`src/verilog/rps_regs.svh`:
```
// Constants of the ring path selector: field codes, encodings, widths.
// Assumes inclusion by bare name from every design file that needs them.
`ifndef RPS_REGS_SVH
`define RPS_REGS_SVH

// Width of a destination MAC address
`define RPS_ADDR_W 48
// Group bit of a destination address; set means multicast
`define RPS_GROUP_BIT 40
// Codes of the client's requested ring path
`define RPS_REQ_PATH_ZERO 2'h0
`define RPS_REQ_PATH_ONE 2'h1
`define RPS_REQ_PATH_DEFAULT 2'h2
`define RPS_REQ_PATH_NONE 2'h3
// Header path field values
`define RPS_HDR_PATH_ZERO 1'h0
`define RPS_HDR_PATH_ONE 1'h1
// Protection choice values
`define RPS_NO_PROTECT 1'h0
`define RPS_PROTECT 1'h1
// Wrap-eligibility mark values
`define RPS_STEER_ONLY_MARK 1'h0
`define RPS_LOOPBACK_OK_MARK 1'h1
// Width of the event counters
`define RPS_CNT_W 16
// Reset values
`define RPS_RST_CNT 16'h0000
`define RPS_RST_ADDR 48'h000000000000

`endif

```
`src/verilog/rps_pkg.sv`:
```
// Types of the ring path selector.
// Assumes nothing of its surroundings.
package rps_pkg;

  typedef enum logic [3:0] {
    RPS_START = 4'h0,
    RPS_PATH_ZERO_STATE = 4'h1,
    RPS_PATH_ONE_STATE = 4'h2,
    RPS_REDIRECT_ZERO_STATE = 4'h3,
    RPS_REDIRECT_ONE_STATE = 4'h4,
    RPS_LOOPBACK_ZERO_STATE = 4'h5,
    RPS_LOOPBACK_ONE_STATE = 4'h6,
    RPS_TRANSMIT = 4'h7,
    RPS_WAIT = 4'h8
  } rps_state_e;

endpackage

```
`src/verilog/rps_req_store.sv`:
```
// Holding store for one accepted client request.
// Assumes the writer is on mclk; read data come from registers.
`timescale 1ns/1ps
`default_nettype none
`include "rps_regs.svh"

module rps_req_store (
  input wire logic mclk,
  input wire logic resetn,
  input wire logic wrEn,
  input wire logic [`RPS_ADDR_W-1:0] wrDestAddr,
  input wire logic wrProtectChoice,
  input wire logic wrFairnessEligibleMark,
  input wire logic [1:0] wrRequestedRingPath,
  output logic [`RPS_ADDR_W-1:0] rdDestAddr,
  output logic rdProtectChoice,
  output logic rdFairnessEligibleMark,
  output logic [1:0] rdRequestedRingPath
);

  logic [`RPS_ADDR_W-1:0] next_rdDestAddr;
  logic next_rdProtectChoice;
  logic next_rdFairnessEligibleMark;
  logic [1:0] next_rdRequestedRingPath;

  always_comb begin
    next_rdDestAddr = rdDestAddr;
    next_rdProtectChoice = rdProtectChoice;
    next_rdFairnessEligibleMark = rdFairnessEligibleMark;
    next_rdRequestedRingPath = rdRequestedRingPath;
    if (wrEn) begin
      next_rdDestAddr = wrDestAddr;
      next_rdProtectChoice = wrProtectChoice;
      next_rdFairnessEligibleMark = wrFairnessEligibleMark;
      next_rdRequestedRingPath = wrRequestedRingPath;
    end
  end

  always_ff @(posedge mclk or negedge resetn) begin
    if (!resetn) begin
      rdDestAddr <= `RPS_RST_ADDR;
      rdProtectChoice <= `RPS_NO_PROTECT;
      rdFairnessEligibleMark <= 1'h0;
      rdRequestedRingPath <= `RPS_REQ_PATH_ZERO;
    end else begin
      rdDestAddr <= next_rdDestAddr;
      rdProtectChoice <= next_rdProtectChoice;
      rdFairnessEligibleMark <= next_rdFairnessEligibleMark;
      rdRequestedRingPath <= next_rdRequestedRingPath;
    end
  end

endmodule

`default_nettype wire

```
`src/verilog/rps_ring_path_selector.sv`:
```
// Ring path selector: picks ringlet(s) and header marks for client frames.
// Assumes client, topology database and stage queues all run on mclk;
// the database answers reachability combinationally for topoQueryAddr.
//
// Functional notes
// RULE_01: Transitions tested in priority order, first wins.
// RULE_02: Requested ringlet selects the matching path state.
// RULE_03: Default or no ringlet: own alternating pick.
// RULE_04: No_protect: set path field, steer_only_mark, transmit.
// RULE_05: Protected: steer if not wrap capable, else loopback.
// RULE_06: Loopback state: own path, wrap eligible, transmit.
// RULE_07: Redirect zero: prefer ringlet zero for unicast.
// RULE_08: Redirect one: prefer ringlet one for unicast.
// RULE_09: Unreachable unicast is dropped, back to waiting.
// RULE_10: Optional single-ringlet multicast, own ringlet first.
// RULE_11: Otherwise multicast duplicated onto both ringlets.
// RULE_12: Transmit hands frames to queues, then waits.
// RULE_13: Waiting idles until a new client request.
// RULE_14: Database reports reachability per ringlet.
// RULE_15: Client supplies address, protection, fairness, ringlet.
// RULE_16: Duplicates differ only in path, offered together.
`timescale 1ns/1ps
`default_nettype none
`include "rps_regs.svh"

module rps_ring_path_selector (
  input wire logic mclk,
  input wire logic resetn,
  input wire logic reqValid,
  output logic reqReady,
  input wire logic [`RPS_ADDR_W-1:0] reqDestAddr,
  input wire logic reqProtectChoice,
  input wire logic reqFairnessEligibleMark,
  input wire logic [1:0] reqRequestedRingPath,
  input wire logic loopbackCapableFlag,
  input wire logic multicastSingleEn,
  output logic [`RPS_ADDR_W-1:0] topoQueryAddr,
  input wire logic reachPathZero,
  input wire logic reachPathOne,
  output logic q0Valid,
  input wire logic q0Ready,
  output logic q0HdrPathField,
  output logic q1Valid,
  input wire logic q1Ready,
  output logic q1HdrPathField,
  output logic [`RPS_ADDR_W-1:0] txDestAddr,
  output logic txFairnessEligibleMark,
  output logic txLoopbackOkMark,
  output logic dropPulse,
  output logic [`RPS_CNT_W-1:0] dropCount,
  output logic [`RPS_CNT_W-1:0] dupCount,
  output logic [3:0] stateCode
);

  ////////////////////////////////////////////////////////////////////////////
  // Declarations

  rps_pkg::rps_state_e state;
  rps_pkg::rps_state_e next_state;
  logic next_reqReady;
  logic next_q0Valid;
  logic next_q1Valid;
  logic next_q0HdrPathField;
  logic next_q1HdrPathField;
  logic next_txLoopbackOkMark;
  logic next_dropPulse;
  logic [`RPS_CNT_W-1:0] next_dropCount;
  logic [`RPS_CNT_W-1:0] next_dupCount;
  logic defaultPickOne;
  logic next_defaultPickOne;
  logic storeWr;
  logic [`RPS_ADDR_W-1:0] heldDestAddr;
  logic heldProtectChoice;
  logic heldFairnessEligibleMark;
  logic [1:0] heldRequestedRingPath;
  logic q0Pending;
  logic q1Pending;

  ////////////////////////////////////////////////////////////////////////////
  // Address class decode

  function automatic logic isUnicast(input logic [`RPS_ADDR_W-1:0] addr);
    isUnicast = ~addr[`RPS_GROUP_BIT];
  endfunction

  ////////////////////////////////////////////////////////////////////////////
  // Request capture

  assign storeWr = reqValid & reqReady; // RULE_13

  rps_req_store u_req_store (
    .mclk(mclk),
    .resetn(resetn),
    .wrEn(storeWr),
    .wrDestAddr(reqDestAddr),
    .wrProtectChoice(reqProtectChoice),
    .wrFairnessEligibleMark(reqFairnessEligibleMark),
    .wrRequestedRingPath(reqRequestedRingPath),
    .rdDestAddr(heldDestAddr),
    .rdProtectChoice(heldProtectChoice),
    .rdFairnessEligibleMark(heldFairnessEligibleMark),
    .rdRequestedRingPath(heldRequestedRingPath)
  );

  // Both copies read the same held fields; only the path differs
  assign txDestAddr = heldDestAddr; // RULE_16
  assign txFairnessEligibleMark = heldFairnessEligibleMark; // RULE_16
  assign topoQueryAddr = heldDestAddr;
  assign stateCode = state;

  // Copies still waiting for their queue
  assign q0Pending = q0Valid & ~q0Ready;
  assign q1Pending = q1Valid & ~q1Ready;

  ////////////////////////////////////////////////////////////////////////////
  // Next-state logic

  always_comb begin
    next_state = state;
    next_reqReady = 1'h0;
    next_q0Valid = q0Valid;
    next_q1Valid = q1Valid;
    next_q0HdrPathField = q0HdrPathField;
    next_q1HdrPathField = q1HdrPathField;
    next_txLoopbackOkMark = txLoopbackOkMark;
    next_dropPulse = 1'h0;
    next_dropCount = dropCount;
    next_dupCount = dupCount;
    next_defaultPickOne = defaultPickOne;
    unique case (state)
      rps_pkg::RPS_START: begin
        if (heldRequestedRingPath == `RPS_REQ_PATH_ZERO) begin // RULE_01
          next_state = rps_pkg::RPS_PATH_ZERO_STATE; // RULE_02
        end else if (heldRequestedRingPath == `RPS_REQ_PATH_ONE) begin
          next_state = rps_pkg::RPS_PATH_ONE_STATE; // RULE_02
        end else begin
          // Alternate between ringlets to spread default traffic
          next_state = defaultPickOne ? rps_pkg::RPS_PATH_ONE_STATE :
                                        rps_pkg::RPS_PATH_ZERO_STATE; // RULE_03
          next_defaultPickOne = ~defaultPickOne; // RULE_03
        end
      end
      rps_pkg::RPS_PATH_ZERO_STATE: begin
        if (heldProtectChoice == `RPS_NO_PROTECT) begin // RULE_01
          next_q0Valid = 1'h1; // RULE_04
          next_q0HdrPathField = `RPS_HDR_PATH_ZERO; // RULE_04
          next_txLoopbackOkMark = `RPS_STEER_ONLY_MARK; // RULE_04
          next_state = rps_pkg::RPS_TRANSMIT; // RULE_04
        end else if (!loopbackCapableFlag) begin
          next_state = rps_pkg::RPS_REDIRECT_ZERO_STATE; // RULE_05
        end else begin
          next_state = rps_pkg::RPS_LOOPBACK_ZERO_STATE; // RULE_05
        end
      end
      rps_pkg::RPS_PATH_ONE_STATE: begin
        if (heldProtectChoice == `RPS_NO_PROTECT) begin // RULE_01
          next_q1Valid = 1'h1; // RULE_04
          next_q1HdrPathField = `RPS_HDR_PATH_ONE; // RULE_04
          next_txLoopbackOkMark = `RPS_STEER_ONLY_MARK; // RULE_04
          next_state = rps_pkg::RPS_TRANSMIT; // RULE_04
        end else if (!loopbackCapableFlag) begin
          next_state = rps_pkg::RPS_REDIRECT_ONE_STATE; // RULE_05
        end else begin
          next_state = rps_pkg::RPS_LOOPBACK_ONE_STATE; // RULE_05
        end
      end
      rps_pkg::RPS_REDIRECT_ZERO_STATE: begin
        next_txLoopbackOkMark = `RPS_STEER_ONLY_MARK;
        if (isUnicast(heldDestAddr) && reachPathZero) begin // RULE_01
          next_q0Valid = 1'h1; // RULE_07
          next_q0HdrPathField = `RPS_HDR_PATH_ZERO; // RULE_07
          next_state = rps_pkg::RPS_TRANSMIT;
        end else if (isUnicast(heldDestAddr) && reachPathOne) begin
          next_q1Valid = 1'h1; // RULE_07
          next_q1HdrPathField = `RPS_HDR_PATH_ONE; // RULE_07
          next_state = rps_pkg::RPS_TRANSMIT;
        end else if (isUnicast(heldDestAddr)) begin
          next_dropPulse = 1'h1; // RULE_09
          next_dropCount = dropCount + 16'h0001; // RULE_09
          next_reqReady = 1'h1; // RULE_09
          next_state = rps_pkg::RPS_WAIT; // RULE_09
        end else if (multicastSingleEn && reachPathZero) begin
          next_q0Valid = 1'h1; // RULE_10
          next_q0HdrPathField = `RPS_HDR_PATH_ZERO; // RULE_10
          next_state = rps_pkg::RPS_TRANSMIT;
        end else if (multicastSingleEn && reachPathOne) begin
          next_q1Valid = 1'h1; // RULE_10
          next_q1HdrPathField = `RPS_HDR_PATH_ONE; // RULE_10
          next_state = rps_pkg::RPS_TRANSMIT;
        end else begin
          next_q0Valid = 1'h1; // RULE_11
          next_q1Valid = 1'h1; // RULE_11
          next_q0HdrPathField = `RPS_HDR_PATH_ZERO; // RULE_11
          next_q1HdrPathField = `RPS_HDR_PATH_ONE; // RULE_11
          next_dupCount = dupCount + 16'h0001;
          next_state = rps_pkg::RPS_TRANSMIT;
        end
      end
      rps_pkg::RPS_REDIRECT_ONE_STATE: begin
        next_txLoopbackOkMark = `RPS_STEER_ONLY_MARK;
        if (isUnicast(heldDestAddr) && reachPathOne) begin // RULE_01
          next_q1Valid = 1'h1; // RULE_08
          next_q1HdrPathField = `RPS_HDR_PATH_ONE; // RULE_08
          next_state = rps_pkg::RPS_TRANSMIT;
        end else if (isUnicast(heldDestAddr) && reachPathZero) begin
          next_q0Valid = 1'h1; // RULE_08
          next_q0HdrPathField = `RPS_HDR_PATH_ZERO; // RULE_08
          next_state = rps_pkg::RPS_TRANSMIT;
        end else if (isUnicast(heldDestAddr)) begin
          next_dropPulse = 1'h1; // RULE_09
          next_dropCount = dropCount + 16'h0001; // RULE_09
          next_reqReady = 1'h1; // RULE_09
          next_state = rps_pkg::RPS_WAIT; // RULE_09
        end else if (multicastSingleEn && reachPathOne) begin
          next_q1Valid = 1'h1; // RULE_10
          next_q1HdrPathField = `RPS_HDR_PATH_ONE; // RULE_10
          next_state = rps_pkg::RPS_TRANSMIT;
        end else if (multicastSingleEn && reachPathZero) begin
          next_q0Valid = 1'h1; // RULE_10
          next_q0HdrPathField = `RPS_HDR_PATH_ZERO; // RULE_10
          next_state = rps_pkg::RPS_TRANSMIT;
        end else begin
          next_q0Valid = 1'h1; // RULE_11
          next_q1Valid = 1'h1; // RULE_11
          next_q0HdrPathField = `RPS_HDR_PATH_ZERO; // RULE_11
          next_q1HdrPathField = `RPS_HDR_PATH_ONE; // RULE_11
          next_dupCount = dupCount + 16'h0001;
          next_state = rps_pkg::RPS_TRANSMIT;
        end
      end
      rps_pkg::RPS_LOOPBACK_ZERO_STATE: begin
        next_q0Valid = 1'h1; // RULE_06
        next_q0HdrPathField = `RPS_HDR_PATH_ZERO; // RULE_06
        next_txLoopbackOkMark = `RPS_LOOPBACK_OK_MARK; // RULE_06
        next_state = rps_pkg::RPS_TRANSMIT; // RULE_06
      end
      rps_pkg::RPS_LOOPBACK_ONE_STATE: begin
        next_q1Valid = 1'h1; // RULE_06
        next_q1HdrPathField = `RPS_HDR_PATH_ONE; // RULE_06
        next_txLoopbackOkMark = `RPS_LOOPBACK_OK_MARK; // RULE_06
        next_state = rps_pkg::RPS_TRANSMIT; // RULE_06
      end
      rps_pkg::RPS_TRANSMIT: begin
        // Hold each copy until its stage queue takes it
        next_q0Valid = q0Pending; // RULE_12
        next_q1Valid = q1Pending; // RULE_12
        if (!q0Pending && !q1Pending) begin
          next_reqReady = 1'h1; // RULE_12
          next_state = rps_pkg::RPS_WAIT; // RULE_12
        end
      end
      rps_pkg::RPS_WAIT: begin
        if (storeWr) begin // RULE_13
          next_state = rps_pkg::RPS_START; // RULE_13
        end else begin
          next_reqReady = 1'h1; // RULE_13
        end
      end
      default: begin
        next_q0Valid = 1'h0;
        next_q1Valid = 1'h0;
        next_reqReady = 1'h1;
        next_state = rps_pkg::RPS_WAIT;
      end
    endcase
  end

  ////////////////////////////////////////////////////////////////////////////
  // State registers

  always_ff @(posedge mclk or negedge resetn) begin
    if (!resetn) begin
      state <= rps_pkg::RPS_WAIT;
      reqReady <= 1'h1;
      q0Valid <= 1'h0;
      q1Valid <= 1'h0;
      q0HdrPathField <= `RPS_HDR_PATH_ZERO;
      q1HdrPathField <= `RPS_HDR_PATH_ONE;
      txLoopbackOkMark <= `RPS_STEER_ONLY_MARK;
      dropPulse <= 1'h0;
      dropCount <= `RPS_RST_CNT;
      dupCount <= `RPS_RST_CNT;
      defaultPickOne <= 1'h0;
    end else begin
      state <= next_state;
      reqReady <= next_reqReady;
      q0Valid <= next_q0Valid;
      q1Valid <= next_q1Valid;
      q0HdrPathField <= next_q0HdrPathField;
      q1HdrPathField <= next_q1HdrPathField;
      txLoopbackOkMark <= next_txLoopbackOkMark;
      dropPulse <= next_dropPulse;
      dropCount <= next_dropCount;
      dupCount <= next_dupCount;
      defaultPickOne <= next_defaultPickOne;
    end
  end

endmodule

`default_nettype wire

```
`config.mk`:
```
export PLATFORM = sky130hd
export DESIGN_NAME = rps_ring_path_selector
export DESIGN_NICKNAME = d
export VERILOG_FILES = /design/src/verilog/rps_pkg.sv /design/src/verilog/rps_req_store.sv /design/src/verilog/rps_ring_path_selector.sv
export VERILOG_INCLUDE_DIRS = /design/src /design/src/verilog
export SDC_FILE = /design/constraint.sdc
export NUM_CORES = 1
export LEC_CHECK = 0
export BUFFER_PORTS_ARGS = -buffer_cell sky130_fd_sc_hd__buf_2
export CAP_MARGIN = 25
export CELL_PAD_IN_SITES_DETAIL_PLACEMENT = 1
export CELL_PAD_IN_SITES_GLOBAL_PLACEMENT = 1
export CORE_ASPECT_RATIO = 0.8
export CORE_MARGIN = 4
export CORE_UTILIZATION = 38
export CTS_CLUSTER_SIZE = 28
export DETAILED_ROUTE_END_ITERATION = 8
export MAX_ROUTING_LAYER = met4
export PLACE_DENSITY_LB_ADDON = 0.1
export SYNTH_ARGS = -nofsm -noshare
export SYNTH_HDL_FRONTEND = slang
export SYNTH_SLANG_ARGS = --single-unit
```
`constraint.sdc`:
```
create_clock -name mclk -period 5.05 [get_ports mclk]
set_clock_uncertainty 0.05 [all_clocks]
set_input_delay 0.505 -clock mclk [delete_from_list [all_inputs] [get_ports mclk]]
set_output_delay 0.505 -clock mclk [all_outputs]
set_load 0.02 [all_outputs]
```
# == After elaboration in Yosys (flattened, before gate mapping) ==
# Index checks and enable logic that the tools add are counted.
# classes
bitwise,11
muxes,80
addsub,2
reduce_logical,28
eq_ne,30
# ops
operator,count
$mux 16,15
$pmux 16 s2,2
$mux 1,41
$add 16x1->16 const B,2
$pmux 4 s8,1
$mux 4,7
$ne 2x2->1 const B,13
$reduce_and 6->1,4
$eq 4x3->1 const B,4
$ne 3x2->1 const B,4
$pmux 1 s6,2
$reduce_and 11->1,1
$mux 2,5
$eq 4x2->1 const B,2
$not 1->1,8
$pmux 1 s4,2
$reduce_bool 4->1,2
$reduce_or 4->1,2
$mux 3,2
$ne 3x3->1 const B,2
$reduce_or 2->1,3
$logic_and 1x1->1,5
$pmux 1 s5,1
$reduce_and 5->1,1
15 further kinds,20
# word_totals
inputBits,61
elab_cells,166
output_inout_bits,140
ff_bits,96

# == Logic depth before layout (Yosys ltp) ==
# Gate-level depths: netlist (run 1).
# logic_depth
depth_word,7
ltp_mapped,7

# == By module ==
# From an unflattened synthesis (run 1), not the netlist that was laid out.
# hier_totals
hier_cells,392
area_unflattened_um2,4822.1
# modules_own_cells
module,cells_per_inst,instances,area_each_um2,seq_area_each_um2
rps_ring_path_selector,282,1,2636.3,1104.8
rps_req_store,110,1,2185.8,1301.2

# == Least setup slack after synthesis (run 1) ==
# No wires, ideal clock.
# synth_path
kind,reg2reg
start,"register state[2], in the netlist stateCode[2]"
end,register dupCount[10]
path_buffers,0
synth_period_minus_slack_ns,2.297
setup_ns,0.130
setup_slack_ns,2.753
stages_incl_launch_ff,6
t_arrival_ns,2.116
cell_sequence,dfrtp_1 or3b_4 a2111oi_4 nand4_4 or3_1 xnor2_1
# synth_between
elab_chain_cells,3
elab_cells_between_ends,15
# synth_lines
item,line,rtl
"start, declared",rps_ring_path_selector.sv:58,rps_pkg::rps_state_e state;
"start signal, assigned",rps_ring_path_selector.sv:273,state <= rps_pkg::RPS_WAIT;
"start signal, assigned",rps_ring_path_selector.sv:285,state <= next_state;
$eq 4x2->1 or $eq 4x3->1 (tied branches),rps_ring_path_selector.sv:130,unique case (state)
$ne 2x1->1 (no line) (tied with other cells),-,
$reduce_and 11->1 (no line),-,
"end signal, assigned",rps_ring_path_selector.sv:282,dupCount <= `RPS_RST_CNT;
"end signal, assigned",rps_ring_path_selector.sv:294,dupCount <= next_dupCount;
"end, declared",rps_ring_path_selector.sv:51,"output logic [`RPS_CNT_W-1:0] dupCount,"
# Parallel ways exist; a longest one is shown, timed or not.
# A chain may end at the register's enable or synchronous reset.

# == Final worst setup path (run 1) ==
# layout_path
start,"register state[1], in the netlist stateCode[1]"
end,register dupCount[10]
# Same word-level chain as after synthesis.

==> results.json, run 1 <==
{
  "drc_errors": 0,
  "placedInstanceArea_um2": 5299,
  "numCtsBuffers": 9,
  "period_minus_slack_ns": 2.591,
  "grtUsageMet2_pct": 29.03,
  "n_antenna_cell": 0,
  "setup.worst_path.class": "flop to flop",
  "critPathSlowestCell": "dfrtp_1",
  "critPathMaxStageDelay_ns": 0.62,
  "status": "finished, final reports clean",
  "instances_no_fill": 692,
  "rr_endpoint": "dupCount[10]",
  "min_period_over_period_pct": 51.30,
  "crit_chain": "or3b_4 -> a2111oi_4 -> nand4_4 -> or3_1 -> xnor2_1",
  "gp_congestion": 0.8612,
  "multi_input_area_um2": 1667,
  "cts.root.buffer_cell": "clkbuf_16",
  "p_leak_nw": 2.816,
  "postCtsSetupBuffers": 0,
  "finalWirelength_mm": 11.75,
  "path_delay_family": "simple AND/OR/NAND/NOR gates",
  "ys_seq_elements": 96,
  "grt_util_all_layers_pct": 17.73,
  "layout-drive-gt1-share_pct": 51.29,
  "nets": 602,
  "tritoncts": "yes",
  "fin_setup_tns_ns": 0,
  "antenna_found_initial": 0,
  "finalMaxSlewViolations": 0,
  "netlist_top_cells_area": "dfrtp_1, mux2_2, buf_4, xnor2_1, nand2_1",
  "synthesis.nets": 451,
  "hold_path.class": "input port to async pin",
  "vias": 3380,
  "path_max_fanout": 23,
  "grt_util_met1_pct": 22.28,
  "path_clk_slew_ns": 0.06,
  "synth_edf_count": 0,
  "synth_area_um2": 4506,
  "worstPathRequired_ns": 5.22,
  "yosys.cell_types.count": 40,
  "whs_ns": 0.1044,
  "slew_headroom_pct": 53.72,
  "max-vdd-ir-drop_mv": 0.2217,
  "start_kind": "flop",
  "io_pins": 201,
  "yosysTopAreaCellShare_pct": 51.65,
  "clkLatencyLatePin_ns": 0.34,
  "dpl_worst_slack_ns": 2.491,
  "drt_iter0_drc": 110,
  "dp.cells": 676,
  "portBuffers": 200,
  "reg2reg_from": "stateCode[1]",
  "wl_per_cell_um": 16.97,
  "max_freq_ghz": 0.3860,
  "setup_violations": 0,
  "path_buf_inv": 0,
  "dpl.hpwl_mm": 8.967,
  "core_um2": 11560,
  "fin_area_um2": 5597,
  "powerDensity_nw_per_um2": 668.9,
  "synthFlopType": "dfrtp_1",
  "clk_path_buf_depth": 2,
  "globalRouteOverflowTotal": 0,
  "firstDrtPassIters": 4,
  "grt-busiest-layer": "met2",
  "synth_common_cells": "dfrtp_1, mux2_2, buf_4",
  "grt_pass1_vias": 3516,
  "fillers": 1315,
  "yosysWarnings": 0,
  "htreeDepth": 3,
  "cp.arrival_ns": 2.76,
  "hold_viol": 0,
  "clock_sinks": 96,
  "holdBufCountCts": 0,
  "ys_seq_area_share_pct": 53.40,
  "ctsResizeCount": 0,
  "grtUsageMet3_pct": 4.357,
  "rsz0062_at_grt": "no",
  "via_per_inst": 4.884,
  "initial_utilization_pct": 38.97,
  "tightest_slew_ns": 0.6941,
  "syn_to_final_growth_pct": 24.22,
  "reg2reg_depth": 5,
  "syn-mean-instance-area_um2": 11.61,
  "grt_max_degree": 55,
  "rrSetupSlack_ns": 2.46,
  "syn_inst": 388,
  "synth_largest_area_cell": "dfrtp_1",
  "grt_first_pass_wirelength_mm": 18.76,
  "chipHeight_um": 105.4,
  "ant_nets": 0,
  "async_reset_ff_share_pct": 100.0,
  "drv_cap": 0,
  "timing.critical_path.to_type": "flop",
  "die_w_um": 129.7,
  "die-area_um2": 13670,
  "fp-row-count": 35,
  "yosysMostFrequentCell": "dfrtp_1",
  "seq_area_um2": 2406,
  "setup_ws_ns": 2.459
}
layout by cell type (no fill, tap or decap), drive strengths merged, types with 3 or more instances in the layout:
master,Yosys,final
or3,3,3
and3,7,7
clkinv,0,3
nor3,9,9
dfrtp,93,93
o21ai,15,15
nand4,9,9
buf,48,202
inv,6,7
nand3,12,12
mux2,53,53
a21oi,8,8
xor2,9,9
nor2b,3,3
clkbuf,14,10
xnor2,22,22
nand2,30,30
nor2,16,16
a21o,3,3
dfstp,3,3
metrics by stage:
step / util, % / total power [mW]
floorplan: - / 2.687
global placement: 45.83 / 3.063
detailed placement: 45.83 / 3.107
CTS: 48.41 / 3.807
global route: 48.41 / 3.998
finish: 48.41 / 3.744
worst max path at each step:
stage                     cells after the start      endpoint  slack, ns    startpoint
after floorplan                               5  dupCount[10]       2.75  stateCode[2]
after global placement                        5  dupCount[10]       2.59  stateCode[1]
after detailed placement                      5  dupCount[10]       2.49  stateCode[1]
after CTS                                     5  dupCount[10]       2.47  stateCode[1]
after global routing                          5  dupCount[10]       2.29  stateCode[1]
final                                         5  dupCount[10]       2.46  stateCode[1]
power breakdown:
group	switching (mW)	total, mW	internal (mW)
combinational	1.08	1.74	0.653
sequential	0.277	1.33	1.05
clock	0.293	0.680	0.387
worst reg2reg max path, stage by stage (launching register included):
cell       delay (ns)
dfrtp_1          0.62
or3b_4           0.53
a2111oi_4        0.59
nand4_4          0.20
or3_1            0.36
xnor2_1          0.13
final cells by class:
type                            instances  area share [%]
Clock buffer                           10           4.091
Clock inverter                          6           1.230
Inverter                                6          0.4024
Multi-Input combinational cell        224           29.78
Sequential cell                        96           42.99
Tap cell                              148           3.309
Timing Repair Buffer                  202           18.20
sequential cells by signal, summed over array words and instances, names as in the netlist:
register,count
dropCount,16
stateCode,4
txLoopbackOkMark,1
u_req_store.rdDestAddr,48
dupCount,16
q0Valid,1
u_req_store.rdProtectChoice,1
reqReady,1
u_req_store.rdRequestedRingPath,2
dropPulse,1
q0HdrPathField,1
q1HdrPathField,1
u_req_store.rdFairnessEligibleMark,1
defaultPickOne,1
q1Valid,1
cell families (layout without fill, tap and decap cells):
group | after synthesis | after routing | share of synthesized area [%]
adders and majority gates | 2 | 2 | 0.5553
xor gates and xnor gates | 31 | 31 | 6.026
buffers and inverters | 68 | 224 | 9.664
AOI/OAI and AO/OA | 42 | 42 | 6.221
DFF | 96 | 96 | 53.40
muxes | 54 | 54 | 13.47
and+or+nand+nor | 95 | 95 | 10.66
layer usage:
metal | vias to the layer above | share of wire (%)
met5 | - | 0
met4 | 0 | 0.63
met3 | 11 | 7.2
met2 | 113 | 49
met1 | 1672 | 43
li1 | 1584 | -
(Power assumes the default switching activity.)
==> run 2, diff against run 1 <==
- CORE_UTILIZATION: 38 -> 32
- clock period: 5.05 -> 2.2 ns (I/O delays scaled with it)
==> run 2 against run 1 <==
  * Worst hold slack got worse by 0.048 ns
  * Wire length increased by 2.7%
  * Maximum frequency is 24% higher
  * Sequential power increased by 120%
  * Sequential share of layout area decreased by 1.5 points
  * Combinational power grew 140%
  * Total power increased by 140%
  * Core utilization decreased by 6.0 points
  * Largest power group unchanged
==> results.json, run 2 (synthesis gave the netlist of run 1 again) <==
{
  "setup.worst_path.class": "flop to flop",
  "largest_reg_flops": 48,
  "placedInstanceArea_um2": 5436,
  "drv_cap": 0,
  "tritoncts": "yes",
  "die_w_um": 140.7,
  "fp-row-count": 38,
  "hold_viol": 0,
  "chipHeight_um": 114.1,
  "regMostFlops": "u_req_store.rdDestAddr",
  "io_pins": 201,
  "worstPathRequired_ns": 2.37,
  "hold_start": "reqDestAddr[14]",
  "cp.arrival_ns": 2.26,
  "comb_power_share_pct": 47.0,
  "rr_endpoint": "dupCount[10]",
  "max-vdd-ir-drop_mv": 0.5992,
  "drc_errors": 0,
  "reg.largest.list": "u_req_store.rdDestAddr: 48 flops, dropCount: 16 flops, dupCount: 16 flops",
  "p_sw_share_pct": 42.69,
  "crit_chain": "or3b_4 -> a2111oi_4 -> nand4_4 -> or3_1 -> xnor2_1",
  "path_max_fanout": 5,
  "critPathMaxStageDelay_ns": 0.48,
  "clkLatencyLatePin_ns": 0.34,
  "powerDensity_nw_per_um2": 1539,
  "layout_commonest_cell": "buf_2",
  "setup_ws_ns": 0.1130,
  "grt_max_degree": 41,
  "fin_setup_tns_ns": 0,
  "rsz0062_at_grt": "no",
  "firstDrtPassIters": 4,
  "rrSetupSlack_ns": 0.11,
  "layout-drive-gt1-share_pct": 53.06,
  "antenna_found_initial": 0,
  "dpl.hpwl_mm": 9.408,
  "finalMaxSlewViolations": 0,
  "wl_per_cell_um": 16.40,
  "path_clk_slew_ns": 0.07,
  "grt_util_all_layers_pct": 15.51,
  "pwr-share-seq_pct": 33.0,
  "n_antenna_cell": 0,
  "globalRouteOverflowTotal": 0,
  "fillers": 1576,
  "via_per_inst": 4.697,
  "htreeDepth": 3,
  "nets": 615,
  "cts.root.buffer_cell": "clkbuf_16",
  "dpl_worst_slack_ns": 0.1300,
  "reg2reg_depth": 5,
  "clk_path_buf_depth": 2,
  "finalPower_mw": 8.927,
  "tightest_slew_ns": 0.5275,
  "critPathSlowestCell": "a2111oi_4",
  "status": "finished, final reports clean",
  "max_freq_ghz": 0.4792,
  "reg2reg_from": "stateCode[0]",
  "final_cell_mix": "buf_2, dfrtp_1, mux2_2, nand2_1, xnor2_1",
  "clock_sinks": 96,
  "grt_pass1_vias": 3593,
  "instances_no_fill": 736,
  "gp_congestion": 0.7744,
  "fin_area_um2": 5801,
  "die-area_um2": 16050,
  "setup_violations": 0,
  "timing.critical_path.to_type": "flop",
  "hold_path.class": "input port to flop",
  "vias": 3457,
  "start_kind": "flop",
  "portBuffers": 200,
  "hold_path_depth": 2,
  "period_minus_slack_ns": 2.087,
  "whs_ns": 0.05651,
  "power_switching_mw": 3.811,
  "slew_headroom_pct": 64.83,
  "min_period_over_period_pct": 94.86,
  "p_int_mw": 5.116,
  "syn_to_final_growth_pct": 28.74,
  "numCtsBuffers": 9,
  "ant_nets": 0,
  "drt_iter0_drc": 113,
  "initial_utilization_pct": 32.90,
  "p_clk_share_pct": 20.0,
  "grt_first_pass_wirelength_mm": 19.35,
  "hold_end": "u_req_store.rdDestAddr[14]",
  "finalWirelength_mm": 12.07,
  "final_util_pct": 42.36,
  "dp.cells": 719,
  "core_um2": 13690,
  "p_leak_nw": 2.901
}
-- run 2: cell types whose count changed in the layout (fill, tap and decap cells not counted), moves of 2 or more --
cell,delta
buf_4,+11
clkinv_4,-2
dfrtp_1,-2
bufinv_16,+2
dfrtp_2,+2
-- run 2: worst max-delay path: cells and delay by family, from the launching register on --
kind	cells	cell delay, ns
XOR/XNOR	1	0.13
AND/OR/NAND/NOR	3	0.91
AO/OA/AOI/OAI	1	0.48
flip-flops	1	0.40
-- run 2: area by class of cell --
class                      instances  area [um^2]  area share [%]
sequential                        96         2409           41.52
multi-input combinational        224         1673           28.84
clock inverter                     6        115.1           1.984
tap                              180        225.2           3.883
timing repair buffer             215         1131           19.50
inverter                           6        22.52          0.3883
clock buffer                       9        225.2           3.883
-- run 2: what timing repair did --
item | 4_1_cts | 5_1_grt
endpoints found under the setup margin | 0 | 1
hold buffers | 1 | 0
hold endpoints to repair | 33 | 0
resized for setup | 0 | 2
setup buffers | 0 | 1
-- run 2: power by group through the flow --
| stage | Clock, mW | Combinational, mW | Sequential, mW |
|---|---|---|---|
| floorplan | 0 | 2.53 | 3.64 |
| global placement | 0 | 4.22 | 2.95 |
| detailed placement | 0 | 4.24 | 2.99 |
| CTS | 1.85 | 4.25 | 2.96 |
| global route | 1.92 | 4.54 | 3.06 |
| finish | 1.78 | 4.20 | 2.95 |
-- run 2: how the worst max path moves through the flow --
stage,startpoint,end,cells past startpoint,slack [ns]
after global placement,stateCode[0],dupCount[10],5,0.21
after floorplan,stateCode[0],dupCount[10],5,0.01
after detailed placement,stateCode[0],dupCount[12],6,0.13
after global routing,stateCode[0],dupCount[11],5,0.01
after CTS,stateCode[0],dupCount[9],5,0.11
final,stateCode[0],dupCount[10],5,0.11
-- run 2: routing by layer --
metal / wire length (um) / GRT usage (%)
met1: 5120 / 18.59
met2: 5985 / 25.89
met3: 851 / 4.718
met4: 112 / 3.680
met5: 0 / -
